==> src/design/dic_pkg.sv <==
// constants, carriers and state type of the interrupt controller
package dic_pkg;
  localparam int          DIC_NSRC      = 11;
  localparam logic [3:0]  DIC_STK_DEPTH = 4'hC;
  // register byte offsets
  localparam logic [7:0]  DIC_OFF_MASK   = 8'h00;
  localparam logic [7:0]  DIC_OFF_CTRL   = 8'h04;
  localparam logic [7:0]  DIC_OFF_FC     = 8'h08;
  localparam logic [7:0]  DIC_OFF_GLOBAL = 8'h0C;
  localparam logic [7:0]  DIC_OFF_STATUS = 8'h10;
  localparam logic [7:0]  DIC_OFF_FLAG   = 8'h14;
  // field positions
  localparam int DIC_CTRL_NEST   = 0;
  localparam int DIC_CTRL_EDGE_A = 1;
  localparam int DIC_CTRL_EDGE_B = 2;
  localparam int DIC_CTRL_EDGE_C = 3;
  localparam int DIC_CTRL_RECON  = 4;
  localparam int DIC_CTRL_POWERUP_CONTEXT_RESET_BIT   = 5;
  localparam int DIC_FC_CLR_LSB  = 16;
  localparam int DIC_GL_ON       = 0;
  localparam int DIC_GL_OFF      = 1;
  localparam int DIC_ST_DEPTH_LSB  = 16;
  localparam int DIC_ST_ACTIVE_LSB = 24;
  localparam int DIC_ST_OVF        = 31;
  localparam int DIC_FL_VAL_LSB    = 4;
  localparam int DIC_FL_FLAG_OUT   = 8;
  localparam int DIC_FL_PIN_LSB    = 16;
  localparam int DIC_FL_FLAG_IN    = 20;
  // priority levels, lower index wins
  localparam int DIC_L_PWD    = 0;
  localparam int DIC_L_SEL_A  = 1;
  localparam int DIC_L_LVL_B  = 2;
  localparam int DIC_L_LVL_A  = 3;
  localparam int DIC_L_SP0_TX = 4;
  localparam int DIC_L_SP0_RX = 5;
  localparam int DIC_L_EDGE   = 6;
  localparam int DIC_L_DMA    = 7;
  localparam int DIC_L_SP1_TX = 8;
  localparam int DIC_L_SP1_RX = 9;
  localparam int DIC_L_TIMER  = 10;
  localparam logic [3:0] DIC_L_RESET = 4'hE;
  localparam logic [3:0] DIC_L_NONE  = 4'hF;
  localparam logic [15:0] DIC_VEC_RESET = 16'h0000;
  // vectors indexed by level
  localparam logic [DIC_NSRC-1:0][15:0] DIC_VEC_TABLE = {
    16'h0028, 16'h0024, 16'h0020, 16'h001C, 16'h0018, 16'h0014,
    16'h0010, 16'h000C, 16'h0008, 16'h0004, 16'h002C};
  // pin bit positions inside the synchroniser vector
  localparam int DIC_P_SEL_A = 0;
  localparam int DIC_P_LVL_B = 1;
  localparam int DIC_P_LVL_A = 2;
  localparam int DIC_P_EDGE  = 3;
  localparam int DIC_P_FS_RX = 4;
  localparam int DIC_P_FS_TX = 5;
  localparam int DIC_P_DR    = 6;
  localparam logic [6:0]          DIC_PIN_RST  = 7'h7F;
  localparam logic [DIC_NSRC-1:0] DIC_MASK_RST = 11'h000;
  localparam logic [3:0]          DIC_PFD_RST  = 4'h0;

  typedef struct packed {
    logic sp1_dr;
    logic sp1_fs_tx_n;
    logic sp1_fs_rx_n;
    logic ext_int_edge_n;
    logic ext_int_level_a_n;
    logic ext_int_level_b_n;
    logic ext_int_sel_a_n;
  } dic_pins_t;

  typedef struct packed {
    logic pwd;
    logic timer;
    logic dma;
    logic sp0_tx;
    logic sp0_rx;
    logic sp1_tx;
    logic sp1_rx;
  } dic_evt_t;

  typedef struct packed {
    logic [6:0]               s1, s2, s3, stbl;
    logic [DIC_NSRC-1:0]      mask, latched;
    logic                     nest, recon, powerup_context_reset_bit;
    logic [2:0]               edge_mode;
    logic                     genable, block, rst_req, ovf;
    logic [3:0]               active, req_lvl, depth;
    logic [11:0][3:0]         stk;
    logic [3:0]               pf_dir, pf_val;
    logic                     flag_out, req;
    logic [15:0]              vector;
    logic                     ph_act, ph_wr;
    logic [7:0]               ph_addr;
    logic [31:0]              rdata;
  } dic_state_t;

  localparam dic_state_t DIC_ST_RST = '{default: '0, s1: DIC_PIN_RST, s2: DIC_PIN_RST,
    s3: DIC_PIN_RST, stbl: DIC_PIN_RST, mask: DIC_MASK_RST, genable: 1'b1,
    rst_req: 1'b1, active: DIC_L_NONE, req_lvl: DIC_L_RESET, pf_dir: DIC_PFD_RST};
endpackage : dic_pkg

==> src/design/dic_top.sv <==
// prioritising interrupt controller with ahb-lite register slave
//
// Implementation choices: the AHB-Lite slave port and the placing of the registers.
`timescale 1ns/1ps
`default_nettype none
module dic_top (
  input  wire logic              clk_sys_in,
  input  wire logic              resetn_in,
  input  wire logic              hsel_in,
  input  wire logic [31:0]       haddr_in,
  input  wire logic [1:0]        htrans_in,
  input  wire logic              hwrite_in,
  input  wire logic [2:0]        hsize_in,
  input  wire logic [31:0]       hwdata_in,
  input  wire logic              hready_in,
  output logic      [31:0]       hrdata_out,
  output logic                   hreadyout_out,
  output logic                   hresp_out,
  input  wire dic_pkg::dic_pins_t pins_in,
  input  wire dic_pkg::dic_evt_t evt_in,
  input  wire logic              powerup_in,
  input  wire logic              int_ack_in,
  input  wire logic              int_return_in,
  output logic                   int_req_out,
  output logic      [15:0]       int_vector_out,
  output logic      [3:0]        pf_out_out,
  output logic      [3:0]        pf_oe_out,
  output logic                   flag_out_out,
  output logic                   flag_out_oe_out
);
  dic_pkg::dic_state_t st;
  dic_pkg::dic_state_t nx;
  logic [6:0]                  stbl_n;
  logic [6:0]                  fall;
  logic [dic_pkg::DIC_NSRC-1:0] eset, lvl, pend, cand, allow, force_set, clr;
  logic                        take, wr, found, acked;
  logic [3:0]                  sel;
  logic [31:0]                 rd;

  always_comb begin
    nx = st;
    // three-stage pin synchroniser; a change counts once stages two and three agree
    nx.s1 = pins_in;
    nx.s2 = st.s1;
    nx.s3 = st.s2;
    stbl_n = (st.s2 & st.s3) | (st.stbl & (st.s2 ^ st.s3));
    nx.stbl = stbl_n;
    fall = st.stbl & ~stbl_n;

    // ahb-lite: one address phase, zero-wait data phase
    take = hsel_in && htrans_in[1] && hready_in;
    wr = st.ph_act && st.ph_wr;
    nx.ph_act = take;
    nx.ph_wr = hwrite_in;
    nx.ph_addr = haddr_in[7:0];

    // edge requests; internal events arrive as one-cycle pulses
    eset = '0;
    eset[dic_pkg::DIC_L_PWD] = evt_in.pwd;
    eset[dic_pkg::DIC_L_SEL_A] = st.edge_mode[0] && fall[dic_pkg::DIC_P_SEL_A];
    eset[dic_pkg::DIC_L_SP0_TX] = evt_in.sp0_tx;
    eset[dic_pkg::DIC_L_SP0_RX] = evt_in.sp0_rx;
    eset[dic_pkg::DIC_L_EDGE] = fall[dic_pkg::DIC_P_EDGE];
    eset[dic_pkg::DIC_L_DMA] = evt_in.dma;
    eset[dic_pkg::DIC_L_TIMER] = evt_in.timer;
    // reconfigured port one lines replace its serial events
    eset[dic_pkg::DIC_L_SP1_TX] = st.recon ? (st.edge_mode[2] && fall[dic_pkg::DIC_P_FS_TX])
                                           : evt_in.sp1_tx;
    eset[dic_pkg::DIC_L_SP1_RX] = st.recon ? (st.edge_mode[1] && fall[dic_pkg::DIC_P_FS_RX])
                                           : evt_in.sp1_rx;

    // level requests are pending only while the pin is low
    lvl = '0;
    lvl[dic_pkg::DIC_L_SEL_A] = !st.edge_mode[0] && !st.stbl[dic_pkg::DIC_P_SEL_A];
    lvl[dic_pkg::DIC_L_LVL_B] = !st.stbl[dic_pkg::DIC_P_LVL_B];
    lvl[dic_pkg::DIC_L_LVL_A] = !st.stbl[dic_pkg::DIC_P_LVL_A];
    lvl[dic_pkg::DIC_L_SP1_TX] = st.recon && !st.edge_mode[2] && !st.stbl[dic_pkg::DIC_P_FS_TX];
    lvl[dic_pkg::DIC_L_SP1_RX] = st.recon && !st.edge_mode[1] && !st.stbl[dic_pkg::DIC_P_FS_RX];

    // force/clear register: write-only, also the software interrupt path
    force_set = '0;
    clr = '0;
    if (wr && st.ph_addr == dic_pkg::DIC_OFF_FC) begin
      force_set = hwdata_in[dic_pkg::DIC_NSRC-1:0];
      clr = hwdata_in[dic_pkg::DIC_FC_CLR_LSB +: dic_pkg::DIC_NSRC];
    end

    // selection; only the power-down bit ignores the mask
    pend = st.latched | lvl;
    cand = pend & (st.mask | 11'h001);
    for (int i = 0; i < dic_pkg::DIC_NSRC; i++) begin
      allow[i] = (st.active == dic_pkg::DIC_L_NONE) || (st.nest && (i < int'(st.active)));
    end
    cand = cand & allow;
    if (!st.genable || st.block) begin
      cand = '0;
    end
    found = 1'b0;
    sel = 4'h0;
    for (int i = dic_pkg::DIC_NSRC - 1; i >= 0; i--) begin
      if (cand[i]) begin
        found = 1'b1;
        sel = 4'(i);
      end
    end

    // acknowledge, entry push and return pop
    acked = int_ack_in && st.req;
    if (acked) begin
      if (st.req_lvl == dic_pkg::DIC_L_RESET) begin
        nx.rst_req = 1'b0;
        nx.active = dic_pkg::DIC_L_NONE;
        nx.depth = 4'h0;
      end else begin
        if (st.depth < dic_pkg::DIC_STK_DEPTH) begin
          nx.stk[st.depth] = st.active;
          nx.depth = st.depth + 4'h1;
        end else begin
          nx.ovf = 1'b1; // interrupted level is not pushed and is lost, so software must see it
        end
        nx.active = st.req_lvl;
        clr[st.req_lvl] = 1'b1;
      end
    end else if (int_return_in && st.depth != 4'h0) begin
      nx.active = st.stk[st.depth - 4'h1];
      nx.depth = st.depth - 4'h1;
    end
    // set wins over clear for every latched request
    nx.latched = (st.latched & ~clr) | eset | force_set;

    // power-up with context reset restarts at the reset vector
    if (powerup_in && st.powerup_context_reset_bit) begin
      nx.rst_req = 1'b1;
    end

    // registered request; reset outranks everything, even global off
    nx.block = 1'b0;
    if (nx.rst_req) begin
      nx.req = 1'b1;
      nx.req_lvl = dic_pkg::DIC_L_RESET;
      nx.vector = dic_pkg::DIC_VEC_RESET;
    end else begin
      nx.req = found && !acked;
      nx.req_lvl = sel;
      nx.vector = dic_pkg::DIC_VEC_TABLE[sel];
    end

    // register writes in the data phase
    if (wr) begin
      unique case (st.ph_addr)
        dic_pkg::DIC_OFF_MASK: begin
          nx.mask = hwdata_in[dic_pkg::DIC_NSRC-1:0];
          nx.block = 1'b1;
        end
        dic_pkg::DIC_OFF_CTRL: begin
          nx.nest = hwdata_in[dic_pkg::DIC_CTRL_NEST];
          nx.edge_mode = hwdata_in[dic_pkg::DIC_CTRL_EDGE_C:dic_pkg::DIC_CTRL_EDGE_A];
          nx.recon = hwdata_in[dic_pkg::DIC_CTRL_RECON];
          nx.powerup_context_reset_bit = hwdata_in[dic_pkg::DIC_CTRL_POWERUP_CONTEXT_RESET_BIT];
        end
        dic_pkg::DIC_OFF_GLOBAL: begin
          // on and off written together leave the state unchanged
          if (hwdata_in[dic_pkg::DIC_GL_ON] && !hwdata_in[dic_pkg::DIC_GL_OFF]) begin
            nx.genable = 1'b1;
          end else if (hwdata_in[dic_pkg::DIC_GL_OFF] && !hwdata_in[dic_pkg::DIC_GL_ON]) begin
            nx.genable = 1'b0;
          end
        end
        dic_pkg::DIC_OFF_STATUS: begin
          nx.ovf = st.ovf && !hwdata_in[dic_pkg::DIC_ST_OVF];
        end
        dic_pkg::DIC_OFF_FLAG: begin
          nx.pf_dir = hwdata_in[3:0];
          nx.pf_val = hwdata_in[dic_pkg::DIC_FL_VAL_LSB +: 4];
          nx.flag_out = hwdata_in[dic_pkg::DIC_FL_FLAG_OUT];
        end
        default: begin
        end
      endcase
    end

    // read data captured at the address phase; unmapped offsets read zero
    rd = '0;
    unique case (haddr_in[7:0])
      dic_pkg::DIC_OFF_MASK: rd[dic_pkg::DIC_NSRC-1:0] = st.mask;
      dic_pkg::DIC_OFF_CTRL: rd[5:0] = {st.powerup_context_reset_bit, st.recon, st.edge_mode, st.nest};
      dic_pkg::DIC_OFF_GLOBAL: rd[dic_pkg::DIC_GL_ON] = st.genable;
      dic_pkg::DIC_OFF_STATUS: begin
        rd[dic_pkg::DIC_NSRC-1:0] = pend;
        rd[dic_pkg::DIC_ST_DEPTH_LSB +: 4] = st.depth;
        rd[dic_pkg::DIC_ST_ACTIVE_LSB +: 4] = st.active;
        rd[dic_pkg::DIC_ST_OVF] = st.ovf;
      end
      dic_pkg::DIC_OFF_FLAG: begin
        rd[3:0] = st.pf_dir;
        rd[dic_pkg::DIC_FL_VAL_LSB +: 4] = st.pf_val;
        rd[dic_pkg::DIC_FL_FLAG_OUT] = st.flag_out;
        rd[dic_pkg::DIC_FL_PIN_LSB +: 4] = st.stbl[3:0];
        rd[dic_pkg::DIC_FL_FLAG_IN] = st.stbl[dic_pkg::DIC_P_DR];
      end
      default: rd = '0;
    endcase
    nx.rdata = (take && !hwrite_in) ? rd : '0;
  end

  always_ff @(posedge clk_sys_in) begin
    if (!resetn_in) begin
      st <= dic_pkg::DIC_ST_RST;
    end else begin
      st <= nx;
    end
  end

  assign hrdata_out      = st.rdata;
  assign hreadyout_out   = 1'b1;
  assign hresp_out       = 1'b0;
  assign int_req_out     = st.req;
  assign int_vector_out  = st.vector;
  assign pf_out_out      = st.pf_val;
  assign pf_oe_out       = st.pf_dir;
  assign flag_out_out    = st.flag_out;
  assign flag_out_oe_out = st.recon;
endmodule : dic_top
`default_nettype wire

==> config.mk <==
export PLATFORM = sky130hd
export DESIGN_NAME = dic_top
export DESIGN_NICKNAME = d
export VERILOG_FILES = /design/src/design/dic_pkg.sv /design/src/design/dic_top.sv
export SDC_FILE = /design/constraint.sdc
export NUM_CORES = 1
export LEC_CHECK = 0
export BUFFER_PORTS_ARGS = -buffer_cell sky130_fd_sc_hd__buf_2
export CORE_UTILIZATION = 60
export DETAILED_ROUTE_END_ITERATION = 12
export PLACE_DENSITY = 0.94
export SLEW_MARGIN = 20
export SYNTH_ARGS = -nofsm -noshare
export SYNTH_HDL_FRONTEND = slang
export SYNTH_SLANG_ARGS = --single-unit
==> constraint.sdc <==
create_clock -name clk_sys_in -period 4 [get_ports clk_sys_in]
set_clock_uncertainty 0.05 [all_clocks]
set_input_delay 0.8 -clock clk_sys_in [delete_from_list [all_inputs] [get_ports clk_sys_in]]
set_output_delay 0.8 -clock clk_sys_in [all_outputs]
set_load 0.01 [all_outputs]
==> run_results.csv <==
group,metric,value,unit
route,final_antenna_net_count,0,
critical_path,crit_type,"reg2reg",
clock_tree,ctsHoldBuffers,0,
die,die_width,117,um
pwr,powerDensity,468,nW/um2
final_layout,areaGrowthSynthToFinish,8.80,%
clock_tree,cts_root_buf,"clkbuf_16",
placed_design,hpwlAfterDp,12500,um
clock_tree,cts_setup_buffers,0,
synthesis,synth_flop_cell,"dfxtp_1",
global_routing,grt_pass1_vias,6144,
timing,worst_pin_slew,1.11,ns
route,drcViolationCount,0,
global_routing,grt_max_degree,81,
route,drtPass1Iterations,5,
timing,rsz0062_at_grt,"no",
route,num_vias,6279,
die,num_rows,41,
pwr,power.share.clock,40.4,%
critical_path,worst_setup_path_start_kind,"flop",
synthesis,synthMuxAreaShare,9.92,%
clock_tree,clk_latency,0.44,ns
final_layout,fill_cells,906,
clock_tree,cts.sinks,165,
global_routing,antenna_found_initial,0,
global_routing,gr-total-overflow,0,
pwr,netSwitchingFraction,28.8,%
die,dieArea,13700,um2
timing,timing.final.crit_share,69.6,%
critical_path,required,4.28,ns
pwr,p_leak,3.32,nW
synthesis,synthAdderAreaFrac,2.05,%
synthesis,ys_warn_count,0,
route,routed_wl,18700,um
global_routing,grt_pass1_wl,30100,um
placed_design,place_congestion,0.954,
synthesis,avgSynthCellArea,9.38,um2
timing,finalWorstSetupSlack,1.22,ns
clock_tree,cts_tree,"done",
synthesis,yosysUniqueCellTypes,79,
synthesis,synth_top_cells_by_count,"dfxtp_1, nand2_1, buf_4",
die,ios,152,
pwr,switchingPower,1.16,mW
global_routing,grt_use_total,29.0,%
synthesis,synth_top_area_share,41.7,%
route,avgRoutedWirePerCell,17.7,um
pwr,p_int,2.87,mW
route,vias_per_cell,5.96,
die,core-area,12800,um2
timing,fmax,359,MHz
timing,finalHoldViolations,0,
placed_design,pre_cts_slack,1.26,ns
timing,slew_viol_final,0,
synthesis,synth_compound_area_share,15.3,%
timing,slew_headroom,25.9,%
synthesis,netlist_instances,845,
final_layout,diodes,0,
route,drt_iter0_drc,668,
synthesis,async_reset_ff_share,0,%
synthesis,synth_simple_gate_area_share,21.5,%
die,die_h,117,um
clock_tree,clk_pin_slew,0.07,ns
clock_tree,numCtsBuffers,17,
placed_design,placed_cells,1022,
pwr,ir_drop,0.347,mV
final_layout,drive_gt1_share,18.6,%
final_layout,stdcell_count,1054,
critical_path,worstSetupEndpointType,"flop",
synthesis,ys_seq_area_share,41.7,%
timing,setup_tns,0,ns
synthesis,synth_xor_xnor_area_share,0.221,%
synthesis,yosys.area.top_type,"dfxtp_1",
synthesis,synth_edf_count,0,
run,cap_viol_max_count,0,
min_path,hp-class,"reg2reg",
clock_tree,h-tree-depth,4,
clock_tree,cts-resized-gates,0,
die,initial_core_util,62.1,%
synthesis,ys_top_cells_by_area,"dfxtp_1, buf_4, mux2i_1",
synthesis,ys_ff_latch,165,
outcome,outcome,"complete, no violations",
timing,min_period,2.78,ns
final_layout,layout.nets,973,
synthesis,post-synth-top-count-cell,"dfxtp_1",
pwr,pwr-share-seq,45.3,%
pwr,pwr-share-comb,14.3,%
clock_tree,cts_buffer_depth,2,
synthesis,netlist_area,7930,um2
timing,setup_viol,0,
synthesis,synth_top_family_by_area,"simple AND/OR/NAND/NOR gates",
critical_path,worstPathMaxFanout,20,
critical_path,cp.arrival,3.07,ns
placed_design,io_buffers,89,
-- metrics by stage --
stage / util [%] / power [mW] / cell area (um2) / hold WS [ns]
finish: 67.5 / 4.04 / 8630 / 0.356
global route: 67.5 / 4.20 / 8630 / 0.376
CTS: 67.5 / 4.03 / 8630 / 0.356
detailed placement: 62.9 / 2.42 / 8040 / 0.342
global placement: 62.9 / 2.40 / 8040 / 0.340
floorplan: - / 2.31 / 8020 / 0.336
-- layout make-up --
class / instances / area (um2) / area share [%]
clock buffer: 19 / 443 / 5.13
clock inverter: 13 / 148 / 1.71
inverter: 6 / 22.5 / 0.261
multi-input combinational: 583 / 4000 / 46.3
sequential: 165 / 3300 / 38.3
tap: 172 / 215 / 2.49
timing repair buffer: 96 / 500 / 5.80
-- kinds of logic after synthesis --
| logic type | Yosys count |
|---|---|
| XOR/XNOR | 2 |
| AO/OA/AOI/OAI | 167 |
| buffers and inverters | 120 |
| multiplexers | 57 |
| adder cells (fa/ha/maj) | 13 |
| other | 2 |
| AND/OR/NAND/NOR | 319 |
| flip-flops | 165 |
-- metal layers --
metal | part of all wire [%] | GRT usage (%) | vias to the layer above
met1 | 40 | 33.9 | 2964
met3 | 7.4 | 8.60 | 76
met2 | 48 | 47.4 | 309
met4 | 4.5 | 17.1 | 0
met5 | 0 | 0 | -
li1 | - | - | 2930
-- cells in the final DEF (no fill, tap or decap), types with 23 or more instances in the layout --
master,n
a21boi_1,45
a21oi_1,23
buf_2,88
conb_1,25
dfxtp_1,165
mux2i_1,40
nand2_1,97
nand2b_1,25
nand3_1,52
nor2_1,30
nor2b_1,41
-- path summary, 6_finish.rpt --
path	slack [ns]	from	to	depth (start not counted)
max	1.22	st[116]	st[116]	8
min	0.36	nx[176]	nx[169]	1
max reg2reg	1.22	st[116]	st[116]	8
min reg2reg	0.36	nx[176]	nx[169]	1
-- power groups by stage --
stage / combinational, mW / sequential (mW) / clock (mW)
floorplan: 0.534 / 1.77 / 0
global placement: 0.545 / 1.85 / 0
detailed placement: 0.565 / 1.86 / 0
CTS: 0.569 / 1.82 / 1.64
global route: 0.630 / 1.84 / 1.73
finish: 0.577 / 1.83 / 1.63
-- critical path, cell delays in order (launching register included) --
cell and delay [ns]:
dfxtp_1 0.31, buf_4 0.30, inv_1 0.15, ha_1 0.46, a21boi_1 0.63, nor2_1 0.20
a31oi_1 0.27, mux2i_1 0.23, nor2b_1 0.06
No activity file was read; power rests on OpenSTA's default activity.
